## config.mk

```make
export PLATFORM = sky130hd
export DESIGN_NAME = prs_sequencer
export DESIGN_NICKNAME = d
export VERILOG_FILES = /design/src/include/prs_pkg.sv /design/src/include/prs_src_if.sv /design/src/design/prs_sync.sv /design/src/design/prs_sequencer.sv
export SDC_FILE = /design/constraint.sdc
export NUM_CORES = 1
export LEC_CHECK = 0
export BUFFER_PORTS_ARGS = -buffer_cell sky130_fd_sc_hd__clkbuf_2
export CAP_MARGIN = 15
export CORE_UTILIZATION = 40
export CTS_CLUSTER_DIAMETER = 50
export DETAILED_ROUTE_END_ITERATION = 8
export PLACE_DENSITY = 0.67
export SLEW_MARGIN = 5
export SYNTH_ARGS = -nofsm -noshare
export SYNTH_HDL_FRONTEND = slang
export SYNTH_SLANG_ARGS = --single-unit
```

## constraint.sdc

```tcl
create_clock -name clk -period 4.7 [get_ports clk]
set_input_delay 0.705 -clock clk [delete_from_list [all_inputs] [get_ports clk]]
set_output_delay 0.705 -clock clk [all_outputs]
set_load 0.01 [all_outputs]
```

## src/include/prs_pkg.sv

```systemverilog
// constants and types of the power-on reset sequencer
// Summary of operation
// - power-on phase lasts sixteen system clocks
// - power-on indication waits for all init feedback
// - two more system clocks, then bus clock
// - reset exit phase of seventy bus clocks
// - low voltage holds reset until rise threshold
// - low voltage end replays the power-on sequence
// - any reset sets both drop enable bits
// - pin low during power-on selects external flow
// - pin low during low voltage selects external flow
// - three causes raise bad opcode reset
// - bad address and debug command reset synchronously
// - pin and watchdog resynchronized to system clock
// - reset pin is input only
// - sync sources cleared; exit after 71 bus clocks
package prs_pkg;
    // sequence counts
    localparam logic [6:0] POR_SYS_CYC       = 7'h10;
    localparam logic [6:0] GAP_SYS_CYC       = 7'h02;
    localparam logic [6:0] EXIT_BUS_CYC      = 7'h46;
    localparam logic [6:0] SYNC_EXIT_BUS_CYC = 7'h47;

    // asynchronous inputs passing the synchroniser
    localparam int SRC_N    = 4;
    localparam int SRC_EXT  = 0;
    localparam int SRC_WDOG = 1;
    localparam int SRC_DROP = 2;
    localparam int SRC_RISE = 3;
    localparam int INIT_N   = 4;

    // register byte addresses
    localparam logic [7:0] ADDR_STATUS = 8'h00;
    localparam logic [7:0] ADDR_CLEAR  = 8'h04;
    localparam logic [7:0] ADDR_ENABLE = 8'h08;
    localparam logic [7:0] ADDR_CTRL   = 8'h0C;
    localparam logic [7:0] ADDR_STATE  = 8'h10;

    // status and enable bit positions
    localparam int ST_POR   = 0;
    localparam int ST_LOWV  = 1;
    localparam int ST_EXT   = 2;
    localparam int ST_WDOG  = 3;
    localparam int ST_BADOP = 4;
    localparam int ST_BADAD = 5;
    localparam int ST_DBG   = 6;
    localparam int ST_DONE  = 7;

    // control bit positions
    localparam int CTRL_DETECT = 0;
    localparam int CTRL_RESET  = 1;

    // values after reset
    localparam logic [7:0] STATUS_RST = 8'h01;
    localparam logic [7:0] ENABLE_RST = 8'h00;
    localparam logic [1:0] CTRL_RST   = 2'h3;

    typedef enum logic [2:0] {
        S_PWRON,
        S_GAP,
        S_EXIT,
        S_LVHOLD,
        S_EXTHOLD,
        S_RUN
    } prs_state_t;
endpackage

```

## src/include/prs_src_if.sv

```systemverilog
// carrier of raw and synchronised asynchronous reset inputs
`timescale 1ns/1ps
interface prs_src_if;
    logic [prs_pkg::SRC_N-1:0] raw;
    logic [prs_pkg::SRC_N-1:0] synced;

    modport sync_side (input raw, output synced);
    modport user_side (output raw, input synced);
endinterface

```

## src/design/prs_sync.sv

```systemverilog
// two-stage synchroniser for the asynchronous reset inputs
`timescale 1ns/1ps
module prs_sync (
    // clock and reset
    input  wire logic  clk,
    input  wire logic  sys_rst,
    // raw and synchronised levels
    prs_src_if.sync_side src
);
    logic [prs_pkg::SRC_N-1:0] stage1;
    logic [prs_pkg::SRC_N-1:0] stage2;

    genvar i;
    generate
        for (i = 0; i < prs_pkg::SRC_N; i++) begin : g_bit
            // stage1 feeds only stage2
            always_ff @(posedge clk or posedge sys_rst) begin
                if (sys_rst) begin
                    stage1[i] <= 1'b0;
                    stage2[i] <= 1'b0;
                end else begin
                    stage1[i] <= src.raw[i];
                    stage2[i] <= stage1[i];
                end
            end
        end
    endgenerate

    assign src.synced = stage2;
endmodule // prs_sync

```

## src/design/prs_sequencer.sv

```systemverilog
// power-on reset sequencer with apb register file
//
// The APB interface to the registers and the placing of the registers were decided locally.
`timescale 1ns/1ps
module prs_sequencer (
    // clock and reset
    input  wire logic                        clk,
    input  wire logic                        sys_rst,
    // apb slave
    input  wire logic                        psel,
    input  wire logic                        penable,
    input  wire logic                        pwrite,
    input  wire logic [7:0]                  paddr,
    input  wire logic [31:0]                 pwdata,
    output logic      [31:0]                 prdata,
    output logic                             pready,
    output logic                             pslverr,
    // asynchronous reset sources
    input  wire logic                        rstPinN,
    input  wire logic                        watchdogTimeout,
    input  wire logic                        supplyDrop,
    input  wire logic                        supplyRiseOk,
    // synchronous reset sources
    input  wire logic                        illegalInstr,
    input  wire logic                        backgroundInstruction,
    input  wire logic                        debugEnable,
    input  wire logic                        stopInstr,
    input  wire logic                        stopEnable,
    input  wire logic                        badAddress,
    input  wire logic                        debugResetCmd,
    // power-on handshake
    input  wire logic [prs_pkg::INIT_N-1:0]  initDone,
    output logic                             porInd,
    // clocking and reset outputs
    output logic                             busClkEn,
    output logic                             busClk,
    output logic                             sysReset,
    output logic                             irq
);
    ////////////////////////////////////////////////////////////////////////////
    // synchronisers

    prs_src_if src ();

    // the pin is only ever read here, never driven
    assign src.raw = {supplyRiseOk, supplyDrop, watchdogTimeout, ~rstPinN};

    prs_sync u_sync (
        .clk     (clk),
        .sys_rst (sys_rst),
        .src     (src)
    );

    ////////////////////////////////////////////////////////////////////////////
    // declarations

    // sequencer state
    prs_pkg::prs_state_t state;
    prs_pkg::prs_state_t next_state;

    // phase counting
    logic [7:0]          seqCnt;
    logic [7:0]          exitLim;
    logic [7:0]          next_exitLim;
    logic                seqDone;
    logic [7:0]          porLast;
    logic [7:0]          gapLast;
    logic [7:0]          asyncExitLim;
    logic [7:0]          syncExitLim;

    // synchronised asynchronous sources
    logic                extSync;
    logic                wdogSync;
    logic                dropSync;
    logic                riseSync;

    // synchronous sources
    logic                runNow;
    logic                badOpcode;
    logic                syncHit;
    logic                dropArmed;

    // register file
    logic [7:0]          status;
    logic [7:0]          enable;
    logic [1:0]          ctrl;
    logic [7:0]          evt;
    logic [7:0]          clrMask;

    // bus decode
    logic                apbAccess;
    logic                apbWrite;
    logic                apbSetupRead;
    logic                addrOk;
    logic [31:0]         readMux;

    ////////////////////////////////////////////////////////////////////////////
    // phase lengths

    // counters run on the system clock, so bus counts are doubled
    assign porLast      = {1'b0, prs_pkg::POR_SYS_CYC} - 8'h01;
    assign gapLast      = {1'b0, prs_pkg::GAP_SYS_CYC} - 8'h01;
    assign asyncExitLim = {prs_pkg::EXIT_BUS_CYC, 1'b0};
    assign syncExitLim  = {prs_pkg::SYNC_EXIT_BUS_CYC, 1'b0};

    ////////////////////////////////////////////////////////////////////////////
    // source decode

    assign extSync  = src.synced[prs_pkg::SRC_EXT];
    assign wdogSync = src.synced[prs_pkg::SRC_WDOG];
    assign dropSync = src.synced[prs_pkg::SRC_DROP];
    assign riseSync = src.synced[prs_pkg::SRC_RISE];

    assign runNow = (state == prs_pkg::S_RUN);

    // the three ways of running an instruction that is not allowed
    assign badOpcode = illegalInstr
                     | (backgroundInstruction & ~debugEnable)
                     | (stopInstr & ~stopEnable);

    // only honoured while running: a source still high once reset
    // is asserted is dropped, so it cannot restart the exit count
    assign syncHit = runNow
                   & (badOpcode | badAddress | debugResetCmd);

    // a drop only resets when both control bits allow it
    assign dropArmed = dropSync
                     & ctrl[prs_pkg::CTRL_DETECT]
                     & ctrl[prs_pkg::CTRL_RESET];

    ////////////////////////////////////////////////////////////////////////////
    // phase end detection

    always_comb begin
        seqDone = 1'b0;
        case (state)
            prs_pkg::S_PWRON: begin
                // sixteen clocks and every init circuit answering
                seqDone = (seqCnt >= porLast) && (&initDone);
            end
            prs_pkg::S_GAP: begin
                seqDone = (seqCnt == gapLast);
            end
            prs_pkg::S_EXIT: begin
                seqDone = (seqCnt == (exitLim - 8'h01));
            end
            default: begin
                seqDone = 1'b0;
            end
        endcase
    end

    ////////////////////////////////////////////////////////////////////////////
    // next state

    always_comb begin
        next_state   = state;
        next_exitLim = exitLim;
        if (extSync) begin
            // the pin takes over from any flow in progress
            next_state = prs_pkg::S_EXTHOLD;
        end else if (dropArmed && (state != prs_pkg::S_LVHOLD)) begin
            next_state = prs_pkg::S_LVHOLD;
        end else begin
            case (state)
                prs_pkg::S_PWRON: begin
                    if (seqDone) begin
                        next_state   = prs_pkg::S_GAP;
                        next_exitLim = asyncExitLim;
                    end
                end
                prs_pkg::S_GAP: begin
                    if (seqDone) begin
                        next_state = prs_pkg::S_EXIT;
                    end
                end
                prs_pkg::S_EXIT: begin
                    if (seqDone) begin
                        next_state = prs_pkg::S_RUN;
                    end
                end
                prs_pkg::S_LVHOLD: begin
                    // hold until the rising comparator clears the drop
                    if (!dropSync && riseSync) begin
                        next_state = prs_pkg::S_PWRON;
                    end
                end
                prs_pkg::S_EXTHOLD: begin
                    // pin released: retimed flow, same exit count
                    next_state   = prs_pkg::S_GAP;
                    next_exitLim = asyncExitLim;
                end
                prs_pkg::S_RUN: begin
                    if (wdogSync) begin
                        next_state   = prs_pkg::S_GAP;
                        next_exitLim = asyncExitLim;
                    end else if (syncHit) begin
                        // no retiming needed, straight to the exit count
                        next_state   = prs_pkg::S_EXIT;
                        next_exitLim = syncExitLim;
                    end
                end
                default: begin
                    next_state = prs_pkg::S_PWRON;
                end
            endcase
        end
    end

    ////////////////////////////////////////////////////////////////////////////
    // state and counters

    always_ff @(posedge clk or posedge sys_rst) begin
        if (sys_rst) begin
            state <= prs_pkg::S_PWRON;
        end else begin
            state <= next_state;
        end
    end

    always_ff @(posedge clk or posedge sys_rst) begin
        if (sys_rst) begin
            exitLim <= {prs_pkg::EXIT_BUS_CYC, 1'b0};
        end else begin
            exitLim <= next_exitLim;
        end
    end

    // restarts on every phase change; saturates while waiting for init
    always_ff @(posedge clk or posedge sys_rst) begin
        if (sys_rst) begin
            seqCnt <= 8'h00;
        end else if (next_state != state) begin
            seqCnt <= 8'h00;
        end else if (seqCnt != 8'hFF) begin
            seqCnt <= seqCnt + 8'h01;
        end
    end

    ////////////////////////////////////////////////////////////////////////////
    // reset and clock outputs

    // reset is low only in the run state, so every source reaches it
    always_ff @(posedge clk or posedge sys_rst) begin
        if (sys_rst) begin
            sysReset <= 1'b1;
        end else begin
            sysReset <= (next_state != prs_pkg::S_RUN);
        end
    end

    always_ff @(posedge clk or posedge sys_rst) begin
        if (sys_rst) begin
            busClkEn <= 1'b0;
        end else begin
            busClkEn <= (next_state == prs_pkg::S_EXIT)
                     || (next_state == prs_pkg::S_RUN);
        end
    end

    // halves the system clock; parked low while disabled
    always_ff @(posedge clk or posedge sys_rst) begin
        if (sys_rst) begin
            busClk <= 1'b0;
        end else if (busClkEn) begin
            busClk <= ~busClk;
        end else begin
            busClk <= 1'b0;
        end
    end

    // an external reset may leave the power-on phase early; the
    // indication then stays up until init feedback is complete
    always_ff @(posedge clk or posedge sys_rst) begin
        if (sys_rst) begin
            porInd <= 1'b1;
        end else if ((next_state == prs_pkg::S_PWRON) && (state != prs_pkg::S_PWRON)) begin
            porInd <= 1'b1;
        end else if ((&initDone) && ((state != prs_pkg::S_PWRON) || seqDone)) begin
            porInd <= 1'b0;
        end
    end

    ////////////////////////////////////////////////////////////////////////////
    // control bits

    // forced back to both-enabled while reset is asserted
    always_ff @(posedge clk or posedge sys_rst) begin
        if (sys_rst) begin
            ctrl <= prs_pkg::CTRL_RST;
        end else if (sysReset) begin
            ctrl <= prs_pkg::CTRL_RST;
        end else if (apbWrite && (paddr == prs_pkg::ADDR_CTRL)) begin
            ctrl <= pwdata[1:0];
        end
    end

    always_ff @(posedge clk or posedge sys_rst) begin
        if (sys_rst) begin
            enable <= prs_pkg::ENABLE_RST;
        end else if (apbWrite && (paddr == prs_pkg::ADDR_ENABLE)) begin
            enable <= pwdata[7:0];
        end
    end

    ////////////////////////////////////////////////////////////////////////////
    // status events

    always_comb begin
        evt                    = 8'h00;
        evt[prs_pkg::ST_POR]   = (next_state == prs_pkg::S_PWRON)
                               && (state != prs_pkg::S_PWRON);
        evt[prs_pkg::ST_LOWV]  = dropSync & ctrl[prs_pkg::CTRL_DETECT];
        evt[prs_pkg::ST_EXT]   = extSync;
        evt[prs_pkg::ST_WDOG]  = wdogSync & runNow;
        evt[prs_pkg::ST_BADOP] = badOpcode & runNow;
        evt[prs_pkg::ST_BADAD] = badAddress & runNow;
        evt[prs_pkg::ST_DBG]   = debugResetCmd & runNow;
        evt[prs_pkg::ST_DONE]  = (state == prs_pkg::S_EXIT)
                               && (next_state == prs_pkg::S_RUN);
    end

    assign clrMask = (apbWrite && (paddr == prs_pkg::ADDR_CLEAR)) ? pwdata[7:0] : 8'h00;

    genvar b;
    generate
        for (b = 0; b < 8; b++) begin : g_status
            // set beats clear so an event in the clearing cycle is kept
            always_ff @(posedge clk or posedge sys_rst) begin
                if (sys_rst) begin
                    status[b] <= prs_pkg::STATUS_RST[b];
                end else if (evt[b]) begin
                    status[b] <= 1'b1;
                end else if (clrMask[b]) begin
                    status[b] <= 1'b0;
                end
            end
        end
    endgenerate

    assign irq = |(status & enable);

    ////////////////////////////////////////////////////////////////////////////
    // apb slave

    // no wait states: read data is loaded in the setup cycle
    assign apbAccess    = psel & penable;
    assign pready       = apbAccess;
    assign apbWrite     = apbAccess & pwrite;
    assign apbSetupRead = psel & ~penable & ~pwrite;
    assign pslverr      = apbAccess & ~addrOk;

    always_comb begin
        addrOk  = 1'b1;
        readMux = 32'h0000_0000;
        case (paddr)
            prs_pkg::ADDR_STATUS: begin
                readMux = {24'h00_0000, status};
            end
            prs_pkg::ADDR_CLEAR: begin
                // write-only, reads as zero
                readMux = 32'h0000_0000;
            end
            prs_pkg::ADDR_ENABLE: begin
                readMux = {24'h00_0000, enable};
            end
            prs_pkg::ADDR_CTRL: begin
                readMux = {30'h0000_0000, ctrl};
            end
            prs_pkg::ADDR_STATE: begin
                readMux = {29'h0000_0000, state};
            end
            default: begin
                addrOk  = 1'b0;
                readMux = 32'h0000_0000;
            end
        endcase
    end

    always_ff @(posedge clk or posedge sys_rst) begin
        if (sys_rst) begin
            prdata <= 32'h0000_0000;
        end else if (apbSetupRead) begin
            prdata <= readMux;
        end
    end
endmodule // prs_sequencer

```

==> impl_results.md, run 1 <==
- Status: finished clean
- I/O Buffers: 50
- M1 WL: 2.50 mm
- Met3 routed WL: 247 um
- Die width: 85.9 um
- Kind of end point of the critical path: flip-flop
- Synth top cells by count: 45 x dfrtp_1, 31 x nand2_1, 24 x buf_4
- Post-synthesis cell area: 2810 um^2
- Ranking of synthesized cells by area: dfrtp_1 40%, buf_4 6.4%, dfstp_2 4.7%
- Worst EP required: 4910 ps
- Clock Sinks: 50
- Row count: 30
- Root Buffer: clkbuf_8
- Clock tree buffer depth: 2
- Worst slew pin tran: 806 ps
- Crit Path Max Fanout: 9
- Hold buffer count at CTS: 0
- Htree depth: 2
- Routed Antenna Nets: 0
- Storage cell area: 1260 um^2
- Core footprint: 6790 um^2
- Cts repair resizes: 0
- Vias in the first global route: 2030
- Synth Area in Compound Gates: 16.7%
- Post-synthesis mux area share: 5.47%
- Routed length on met2: 2.66 mm
- Initial Utilization: 41.4%
- Mapped Cells: 273
- Crit path arrival time: 2690 ps
- Synth async-reset ratio: 100%
- Placed insts: 409
- Detailed placement HPWL: 4.09 mm
- Unique masters post-synth: 65
- Final #Nets: 382
- Ratio of final minimum period to clock period: 52.9%
- Via count: 2175
- Register area share after synthesis: 44.7%
- Dominant cell type by area after synthesis: dfrtp_1
- Fraction of the mapped netlist area in simple logic gates: 23.4%
- Die ar.: 7370 um^2
- Post-CTS setup buffer count: 0
- Ant. Diodes: 0
- Peak Freq: 402 MHz
- Final std cells w/o fill: 418
- Average size of a mapped cell: 10.3 um^2
- Final TNS setup: 0 ps
- Slew Viols, Final: 0
- Min-delay worst type: in2async
- Unrepaired setup endpoints after global routing: false
- DR vias/cell: 5.20
- Slew headroom: 46.1%
- Reg clk slew, reported paths: 100 ps
- Setup CP Type: in2reg
- DRT Pass-1 Iters: 4
- Setup-failing EPs final: 0
- Most frequent cell after synthesis: dfrtp_1
- Fill count: 639
- Initial antenna violation count: 0
- Main combinational cell family by area after synthesis: simple AND/OR/NAND/NOR gates
- Xor-xnor portion of the synthesized cell area: 0.622%
- Worst skew pair latency: 310 ps
- Area of the multi-input gates: 1400 um^2
- Startpoint type of the worst setup path: input port
- Top Metal Used: met4
- Power per cell area: 268 nW/um^2
- Top Ports: 99
- RD Place Congestion: 0.801
- Remaining Overflow, GRT: 0
- Top FF cell, synth: dfrtp_1
- Post-synth EDFFs: 0
- Tot GR Track Use: 16.2%
- Largest net degree at the start of global routing: 51
- CTS Buf Count: 5
- Yosys reg bits: 50
- DR iter-0 viols: 104
- Post-route minimum period: 2490 ps
- Final Skew: 11.7 ps
- Share of cells above drive strength 1: 28.9%
- DRT Wirelength: 5.49 mm
- Die Ht: 85.9 um
- Mean routed wirelength per cell: 13.1 um
- Top cell type's share of synthesized area: 40.0%
- Synthesis Warnings: 0
- Max-cap violations: 0
- First-pass GRT wire length: 9.41 mm
- Area Overhead vs Synth: 12.4%
- CTS tree: done
- Final Hold Vio Count: 0
- Leak pwr: 1.43 nW
- DR DRC count: 0
- Max IR drop VDD: 0.0000996 V
- Adder-cell share of the synthesized area: 0.445%
==> stage by stage <==
step	power (mW)	area, um^2	hold slack, ps	util (%)	setup WS [ps]
after floorplan	0.564	2900	331	-	2370
after CTS	0.860	3140	353	46.3	2220
after global routing	0.898	3160	274	46.6	2010
after global placement	0.585	3050	334	44.8	1900
final	0.848	3160	269	46.6	2210
after detailed placement	0.586	3050	339	44.8	1870
==> layout by cell type, fill, tap and decap left out, types with 3 or more instances in the layout <==
cell type / count
clkbuf_8: 6
mux2i_1: 3
o211ai_1: 4
nand2b_1: 5
clkbuf_2: 50
conb_1: 24
a22o_1: 4
a21oi_1: 4
or3_1: 3
o21ai_0: 13
nor2_1: 15
inv_1: 3
and3_1: 7
nand3b_1: 4
dfrtp_1: 45
nand4_1: 4
nor2b_1: 6
nor3_1: 5
dfstp_2: 5
nand2_1: 31
mux2_2: 11
a22oi_1: 10
nand3_1: 8
==> per-layer routing <==
metal | vias up | track usage [%]
met2 | 57 | 27.3
met1 | 1066 | 20.8
li1 | 1043 | -
met4 | 0 | 5.45
met5 | - | 0
met3 | 9 | 3.18
==> where the power goes <==
part | total (mW) | leakage, nW | internal [mW] | switching (mW)
Clock | 0.268 | 0.0478 | 0.121 | 0.146
Combinational | 0.113 | 0.754 | 0.0489 | 0.0639
Sequential | 0.467 | 0.624 | 0.448 | 0.0192
==> flip-flops by register name, summed over array words and instances, names as in the netlist, 2 cells and up <==
register           flops
enable                 8
prdata                 8
seqCnt                 8
status                 8
u_sync.src.synced      4
u_sync.stage1          4
state                  3
ctrl                   2
==> worst paths after layout <==
check / startpoint / end / slack [ps] / cells past startpoint
worst max-delay path: paddr[5] / enable[3]$_DFFE_PP0P_ / 2210 / 6
worst min-delay path: sys_rst / u_sync.stage1[1]$_DFF_PP0_ / 270 / 2
worst max register to register: state[0]$_DFF_PP0_ / seqCnt[1]$_DFFE_PP0P_ / 2380 / 5
worst min register to register: u_sync.stage1[2]$_DFF_PP0_ / u_sync.src.synced[2]$_DFF_PP0_ / 350 / 0
max in group asynchronous: sys_rst / ctrl[1]$_DFFE_PP1P_ / 3900 / 3
min in group clk: u_sync.stage1[2]$_DFF_PP0_ / u_sync.src.synced[2]$_DFF_PP0_ / 350 / 0
==> worst max-delay path, cell delays in order <==
cell and delay [ps]:
clkbuf_2 80, nor3_1 210, nand2_1 150, nor4b_2 700, nand2_1 450, mux2_2 390
==> final cells by class <==
class	instances	area share [%]
Multi-Input combinational cell	209	44.3
Sequential cell	50	39.7
Timing Repair Buffer	51	8.54
Tap cell	96	3.80
Clock buffer	6	2.61
Clock inverter	2	0.514
Inverter	4	0.474
==> logic make-up after synthesis <==
group,after synthesis
simple gates,110
xor+xnor,2
compound gates,58
buf+inv,37
fa+ha+maj,1
flops,50
mux,14
other cells,1
No activity file was read; power rests on OpenSTA's default activity.
==> run 2: changes to the inputs <==
- ABC_AREA: not set -> 1
- PLACE_DENSITY: 0.67 -> 0.68
- clock period: 4.7 -> 2.6 ns (I/O delays scaled with it)
==> run 2 against run 1 <==
The flow now finishes with violations (design-rule violations). Utilization up 0.98 points. Sequential share of layout area up 1.4 points. Register-to-register slack worse by 1800 ps. Global-route usage down 0.95 points. Critical path type is now reg2reg. First-iteration DRC count down 11%. Clock power up 100%. Worst setup slack worse by 1600 ps.
==> impl_results.md, run 2 <==
- Status: complete, but fails checks
- Failing checks: design-rule violations
- DRT Pass-1 Iters: 6 (+2)
- Placed Area: 2940 um^2 (-3.4%)
- Row count: 29 (-3.3%)
- Reg clk slew, reported paths: 90 ps (about the same)
- Final #Nets: 440 (+15%)
- Mean routed wirelength per cell: 10.8 um (-17%)
- Initial Utilization: 41.9% (+0.47 points)
- Most frequent cell after synthesis: nand2_1
- Worst skew pair latency: 310 ps (about the same)
- Max IR drop VDD: 0.000246 V (+150%)
- Average size of a mapped cell: 8.30 um^2 (-19%)
- Via count: 2185 (+0.46%)
- CP bufs+invs: 1 (unchanged)
- Detailed placement HPWL: 3.98 mm (-2.6%)
- Top FF cell, synth: dfrtp_1
- CP Cell Sequence: ha_1, nand3_1, inv_1, o21ai_2, nand2_2, nand2_1, nand4_1, nand2_1, nand2_1, nand2_2, nand3_4, nor2_2
- Hold buffer count at CTS: 0 (unchanged)
- Fill count: 639 (unchanged)
- Leak pwr: 1.57 nW (+10%)
- Most common cell after layout, fill and taps aside: nand2_1
- Remaining Overflow, GRT: 0 (unchanged)
- Vias in the first global route: 2067 (+1.8%)
- Routed Antenna Nets: 0 (unchanged)
- Max-cap violations: 0 (unchanged)
- Top Ports: 99 (unchanged)
- Cts repair resizes: 0 (unchanged)
- Yosys reg bits: 50 (unchanged)
- First-pass GRT wire length: 8.66 mm (-8.0%)
- Total Power: 1.57 mW (+85%)
- DR iter-0 viols: 93 (-11%)
- R2r setup slk: 630 ps (-1750 ps)
- Root Buffer: clkbuf_8
- Ratio of final minimum period to clock period: 75.8%
- CTS tree: done
- Worst EP required: 2830 ps (-2080 ps)
- Post-route minimum period: 1970 ps
- I/O Buffers: 50 (unchanged)
- Smallest hold slack: 173 ps (-96.0 ps)
- Peak per-stage delay on the critical path: 430 ps (-270 ps)
- Kind of end point of the critical path: flip-flop
- Clock Sinks: 50 (unchanged)
- Die ar.: 7060 um^2 (-4.3%)
- Reg2reg start: seqCnt[1]$_DFFE_PP0P_
- Synthesis Warnings: 0 (unchanged)
- Die Ht: 84.0 um (-2.2%)
- Post-CTS setup buffer count: 0 (unchanged)
- Dominant cell type by area after synthesis: dfrtp_1
- Synth top cells by count: 53 x nand2_1, 46 x inv_1, 45 x dfrtp_1
- Post-synth EDFFs: 0 (unchanged)
- Commonest non-fill, non-tap cells in the layout: 53 x nand2_1, 50 x clkbuf_2, 45 x inv_1, 45 x dfrtp_1, 35 x o21ai_0
- Ant. Diodes: 0 (unchanged)
- Placed insts: 449 (+9.8%)
- Peak Freq: 507 MHz
- Area of the multi-input gates: 1140 um^2 (-19%)
- Crit path arrival time: 2200 ps (-490 ps)
- Core footprint: 6420 um^2 (-5.5%)
- Initial antenna violation count: 0 (unchanged)
- Setup CP Type: reg2reg
- Clock tree buffer depth: 2 (unchanged)
- Top Family by Delay on Critical Path: simple AND/OR/NAND/NOR gates
- Min-delay worst type: in2async
- Unique masters post-synth: 31 (-52%)
- Htree depth: 2 (unchanged)
- Setup-failing EPs final: 0 (unchanged)
- Storage cell area: 1260 um^2 (unchanged)
- Final TNS setup: 0 ps (unchanged)
- Top cell type's share of synthesized area: 41.9% (+1.8 points)
- Worst slew pin tran: 709 ps (-96.5 ps)
- Die width: 84.0 um (-2.2%)
- RD Place Congestion: 0.872 (+8.9%)
- Final std cells w/o fill: 457 (+9.3%)
- Mapped Cells: 324 (+19%)
- WP depth: 12 (+6)
- DR DRC count: 12 (+12)
- Slew headroom: 52.6% (+6.5 points)
- Share of cells above drive strength 1: 25.0% (-3.9 points)
- Ranking of synthesized cells by area: dfrtp_1 42%, nand2_1 7.4%, buf_4 7.0%
- Cell area after layout: 3050 um^2 (-3.5%)
- Cell mode on critical path: nand2_1
- Synth async-reset ratio: 100% (unchanged)
- CTS Buf Count: 5 (unchanged)
- Startpoint type of the worst setup path: flip-flop
- DR vias/cell: 4.78 (-8.1%)
- Slew Viols, Final: 0 (unchanged)
- Unrepaired setup endpoints after global routing: false
- Largest net degree at the start of global routing: 36 (-29%)
- Slowest cell on crit path: dfrtp_1
- Area Overhead vs Synth: 13.5%
- R2r endpoint: seqCnt[4]$_DFFE_PP0P_
- Register area share after synthesis: 46.7% (+2.1 points)
- Post-synthesis cell area: 2690 um^2 (-4.4%)
- DRT Wirelength: 4.96 mm (-9.8%)
- Power per cell area: 514 nW/um^2 (+92%)
- Final Skew: 12.0 ps (+0.273 ps)
- R2R cell count: 12 (+7)
- Crit Path Max Fanout: 8 (-1)
- Tot GR Track Use: 15.2% (-0.95 points)
- Final Hold Vio Count: 0 (unchanged)
## run 2: per-stage QoR
step | setup WS [ps] | util [%]
2_1_floorplan | 878 | -
3_3_place_gp | 676 | 45.8
3_5_place_dp | 637 | 45.8
4_1_cts | 611 | 47.6
5_1_grt | 393 | 47.6
6_report | 629 | 47.6
## run 2: final cells by class
cell class | instances | share of cell area (%)
inverters | 50 | 6.15
multi-input cells | 220 | 37.2
clock buffers | 6 | 2.38
flip-flops and latches | 50 | 41.2
repair buffers | 52 | 8.68
well taps | 77 | 3.15
clock inverters | 2 | 1.27
## run 2: worst max path at each step
stage / to / startpoint / slack, ps
6_report: seqCnt[4]$_DFFE_PP0P_ / seqCnt[1]$_DFFE_PP0P_ / 630
2_1_floorplan: seqCnt[0]$_DFFE_PP0P_ / seqCnt[1]$_DFFE_PP0P_ / 880
3_3_place_gp: seqCnt[0]$_DFFE_PP0P_ / seqCnt[1]$_DFFE_PP0P_ / 680
4_1_cts: seqCnt[4]$_DFFE_PP0P_ / seqCnt[1]$_DFFE_PP0P_ / 610
3_5_place_dp: enable[1]$_DFFE_PP0P_ / paddr[7] / 640
5_1_grt: seqCnt[4]$_DFFE_PP0P_ / seqCnt[1]$_DFFE_PP0P_ / 390
## run 2: where the power goes
part	switching [mW]	internal [mW]
clock network	0.251	0.289
logic	0.129	0.0686
registers	0.0222	0.812
## run 2: kinds of logic (layout without fill, tap and decap cells)
kind of cell / after synthesis / in the layout / share of synthesized area [%]
other: 1 / 24 / 0.139
AND/OR/NAND/NOR: 134 / 134 / 24.0
multiplexers: 6 / 6 / 2.46
AO/OA/AOI/OAI: 54 / 54 / 11.6
flip-flops: 50 / 50 / 46.7
buffers and inverters: 77 / 110 / 14.2
XOR/XNOR: 1 / 1 / 0.326
adder cells (fa/ha/maj): 1 / 1 / 0.465
## run 2: per-layer routing
| metal | part of all wire [%] | global-route usage (%) | vias to the layer above |
|---|---|---|---|
| met5 | 0 | 0 | - |
| met4 | 1.4 | 5.96 | 0 |
| met3 | 4.3 | 2.97 | 7 |
| met2 | 50 | 26.9 | 52 |
| met1 | 44 | 18.2 | 1007 |
| li1 | - | - | 1119 |
==> run 3: changes to the inputs <==
- PLACE_DENSITY: 0.68 -> 0.7
- clock period: 2.6 -> 1.64 ns (I/O delays scaled with it)
==> run 3 against run 2 <==
Non-clock buffer count increased by 53. Register-to-register slack got worse by 880 ps. Die area unchanged. Worst setup slack got worse by 880 ps. Clock skew decreased by 7.4 ps. Wire length increased by 24%. Critical endpoint is now seqCnt[3]$_DFFE_PP0P_. The flow finishes with violations (design-rule violations, negative setup slack). Fmax increased by 4.4%. Flip-flop and latch count unchanged. Via count increased by 11%.
==> impl_results.md, run 3 (synthesized netlist as in run 2, its figures left out) <==
- Status: complete, but fails checks
- Failing checks: design-rule violations, negative setup slack
- Final #Nets: 493 (+12%)
- Final setup margin: -248 ps (-876 ps)
- Largest net degree at the start of global routing: 51 (+42%)
- Final Skew: 4.59 ps (-7.41 ps)
- CTS tree: done
- Sw frac: 28.3% (+2.7 points)
- First-pass GRT wire length: 9.95 mm (+15%)
- Tot GR Track Use: 17.6% (+2.4 points)
- Reg power frac: 53.4% (+0.3 points)
- Commonest non-fill, non-tap cells in the layout: 50 x buf_4, 49 x clkbuf_2, 43 x nand2_1, 43 x dfrtp_1, 41 x inv_1
- Die ar.: 7060 um^2 (unchanged)
- Worst EP required: 1880 ps (-950 ps)
- Max-cap violations: 0 (unchanged)
- Area of the multi-input gates: 1270 um^2 (+12%)
- Final std cells w/o fill: 510 (+12%)
- Setup-failing EPs final: 14 (+14)
- Worst skew pair latency: 300 ps (about the same)
- Area Overhead vs Synth: 33.8%
- Power per cell area: 690 nW/um^2 (+34%)
- Clock tree buffer depth: 2 (unchanged)
- Root Buffer: clkbuf_8
- Share of cells above drive strength 1: 41.8% (+17 points)
- Die Ht: 84.0 um (unchanged)
- DRT Pass-1 Iters: 6 (unchanged)
- DR DRC count: 4 (-8)
- Die width: 84.0 um (unchanged)
- Detailed placement HPWL: 4.62 mm (+16%)
- Slew Viols, Final: 0 (unchanged)
- Startpoint type of the worst setup path: flip-flop
- Row count: 29 (unchanged)
- Clock power frac: 28.6% (-5.7 points)
- Final Hold Vio Count: 0 (unchanged)
- Switching Power: 702 uW (+75%)
- Storage cell area: 1260 um^2 (+0.20%)
- Vias in the first global route: 2257 (+9.2%)
- Ant. Diodes: 0 (unchanged)
- Final TNS setup: -2580 ps (-2580 ps)
- Setup CP Type: reg2reg
- DR vias/cell: 4.74 (-0.96%)
- Most common cell after layout, fill and taps aside: buf_4
- Reg clk slew, reported paths: 90 ps (about the same)
- DR iter-0 viols: 71 (-24%)
- DRT Wirelength: 6.15 mm (+24%)
- CTS Buf Count: 5 (unchanged)
- Fill count: 589 (-7.8%)
- Htree depth: 2 (unchanged)
- Unrepaired setup endpoints after global routing: true
- Via count: 2415 (+11%)
- Kind of end point of the critical path: flip-flop
- Max IR drop VDD: 0.000450 V (+82%)
- Crit path arrival time: 2120 ps (-80 ps)
- Core footprint: 6420 um^2 (unchanged)
- Crit Path Max Fanout: 8 (unchanged)
- Initial antenna violation count: 0 (unchanged)
- Leak pwr: 1.85 nW (+18%)
- Mean routed wirelength per cell: 12.1 um (+11%)
- Clock Sinks: 50 (unchanged)
- Routed Antenna Nets: 0 (unchanged)
- Min-delay worst type: in2reg
- Top Ports: 99 (unchanged)
- Remaining Overflow, GRT: 0 (unchanged)
- Post-route minimum period: 1890 ps (-83.6 ps)
- Placed insts: 492 (+9.6%)
- I/O Buffers: 50 (unchanged)
- RD Place Congestion: 0.811 (-7.0%)
- Ratio of final minimum period to clock period: 115% (+39 points)
- Internal Power: 1.78 mW (+52%)
- Logic pwr share: 18.0% (+5.4 points)
- Peak Freq: 530 MHz (+4.4%)
- Initial Utilization: 41.9% (unchanged)
==> run 3: stage by stage <==
stage          hold WS [ps]  setup slack [ps]  utilization (%)  area, um^2  power [mW]
2_1_floorplan           277             -17.7                -        2800        1.60
3_3_place_gp            287              -179             51.4        3300        1.74
3_5_place_dp            293              -193             51.4        3300        1.75
4_1_cts                32.9              -194             53.8        3460        2.48
5_1_grt                38.3              -385             56.0        3600        2.62
6_report               50.0              -248             56.0        3600        2.48
==> run 3: power by group through the flow <==
stage / Combinational (mW) / Clock (mW) / Sequential (mW)
6_report: 0.448 / 0.710 / 1.33
5_1_grt: 0.501 / 0.785 / 1.33
4_1_cts: 0.416 / 0.742 / 1.32
3_5_place_dp: 0.403 / 0 / 1.35
3_3_place_gp: 0.394 / 0 / 1.34
2_1_floorplan: 0.253 / 0 / 1.34
==> run 3: final timing paths <==
path | slack [ps] | to | cells past startpoint | start
setup / recovery | -250 | seqCnt[3]$_DFFE_PP0P_ | 12 | seqCnt[1]$_DFFE_PP0P_
hold / removal | 50 | u_sync.stage1[1]$_DFF_PP0_ | 1 | watchdogTimeout
setup reg to reg | -250 | seqCnt[3]$_DFFE_PP0P_ | 12 | seqCnt[1]$_DFFE_PP0P_
hold reg to reg | 350 | u_sync.src.synced[3]$_DFF_PP0_ | 0 | u_sync.stage1[3]$_DFF_PP0_
max in group asynchronous | 850 | sysReset$_DFF_PP1_ | 4 | sys_rst
min in group asynchronous | 500 | u_sync.stage1[0]$_DFF_PP0_ | 4 | sys_rst
==> run 3: area by class of cell <==
cell class                 instances  share of cell area [%]
multi-input combinational        220                    35.4
sequential                        50                    35.0
timing repair buffer             105                    19.2
inverter                          50                    5.22
tap                               77                    2.68
clock buffer                       5                    1.91
clock inverter                     3                   0.591
==> run 3: what timing repair did <==
item,4_1_cts,5_1_grt
buffers inserted,4,8
pin swaps,6,26
setup endpoints to repair,15,19
hold endpoints to repair,45,0
cloned,0,0
hold buffers,1,0
gates resized for setup,7,34
==> run 3: metal layers <==
layer  global-route usage [%]  share of wire (%)  up-vias
li1                         -                  -     1223
met1                     21.0                 42     1128
met2                     32.1                 53       55
met3                     2.77                3.0        9
met4                     5.96                1.8        0
met5                        0                  0        -
==> run 3: critical path, cell delays in order, from the launching register on <==
cell and delay [ps]:
dfrtp_1 420, ha_2 190, nand3_2 90, inv_2 60, o21ai_4 190, nand2_4 80, nand2_1 60, nand4_1 160
nand2_2 140, nand2_2 60, nand2_2 80, nand3_4 160, nor2_2 140
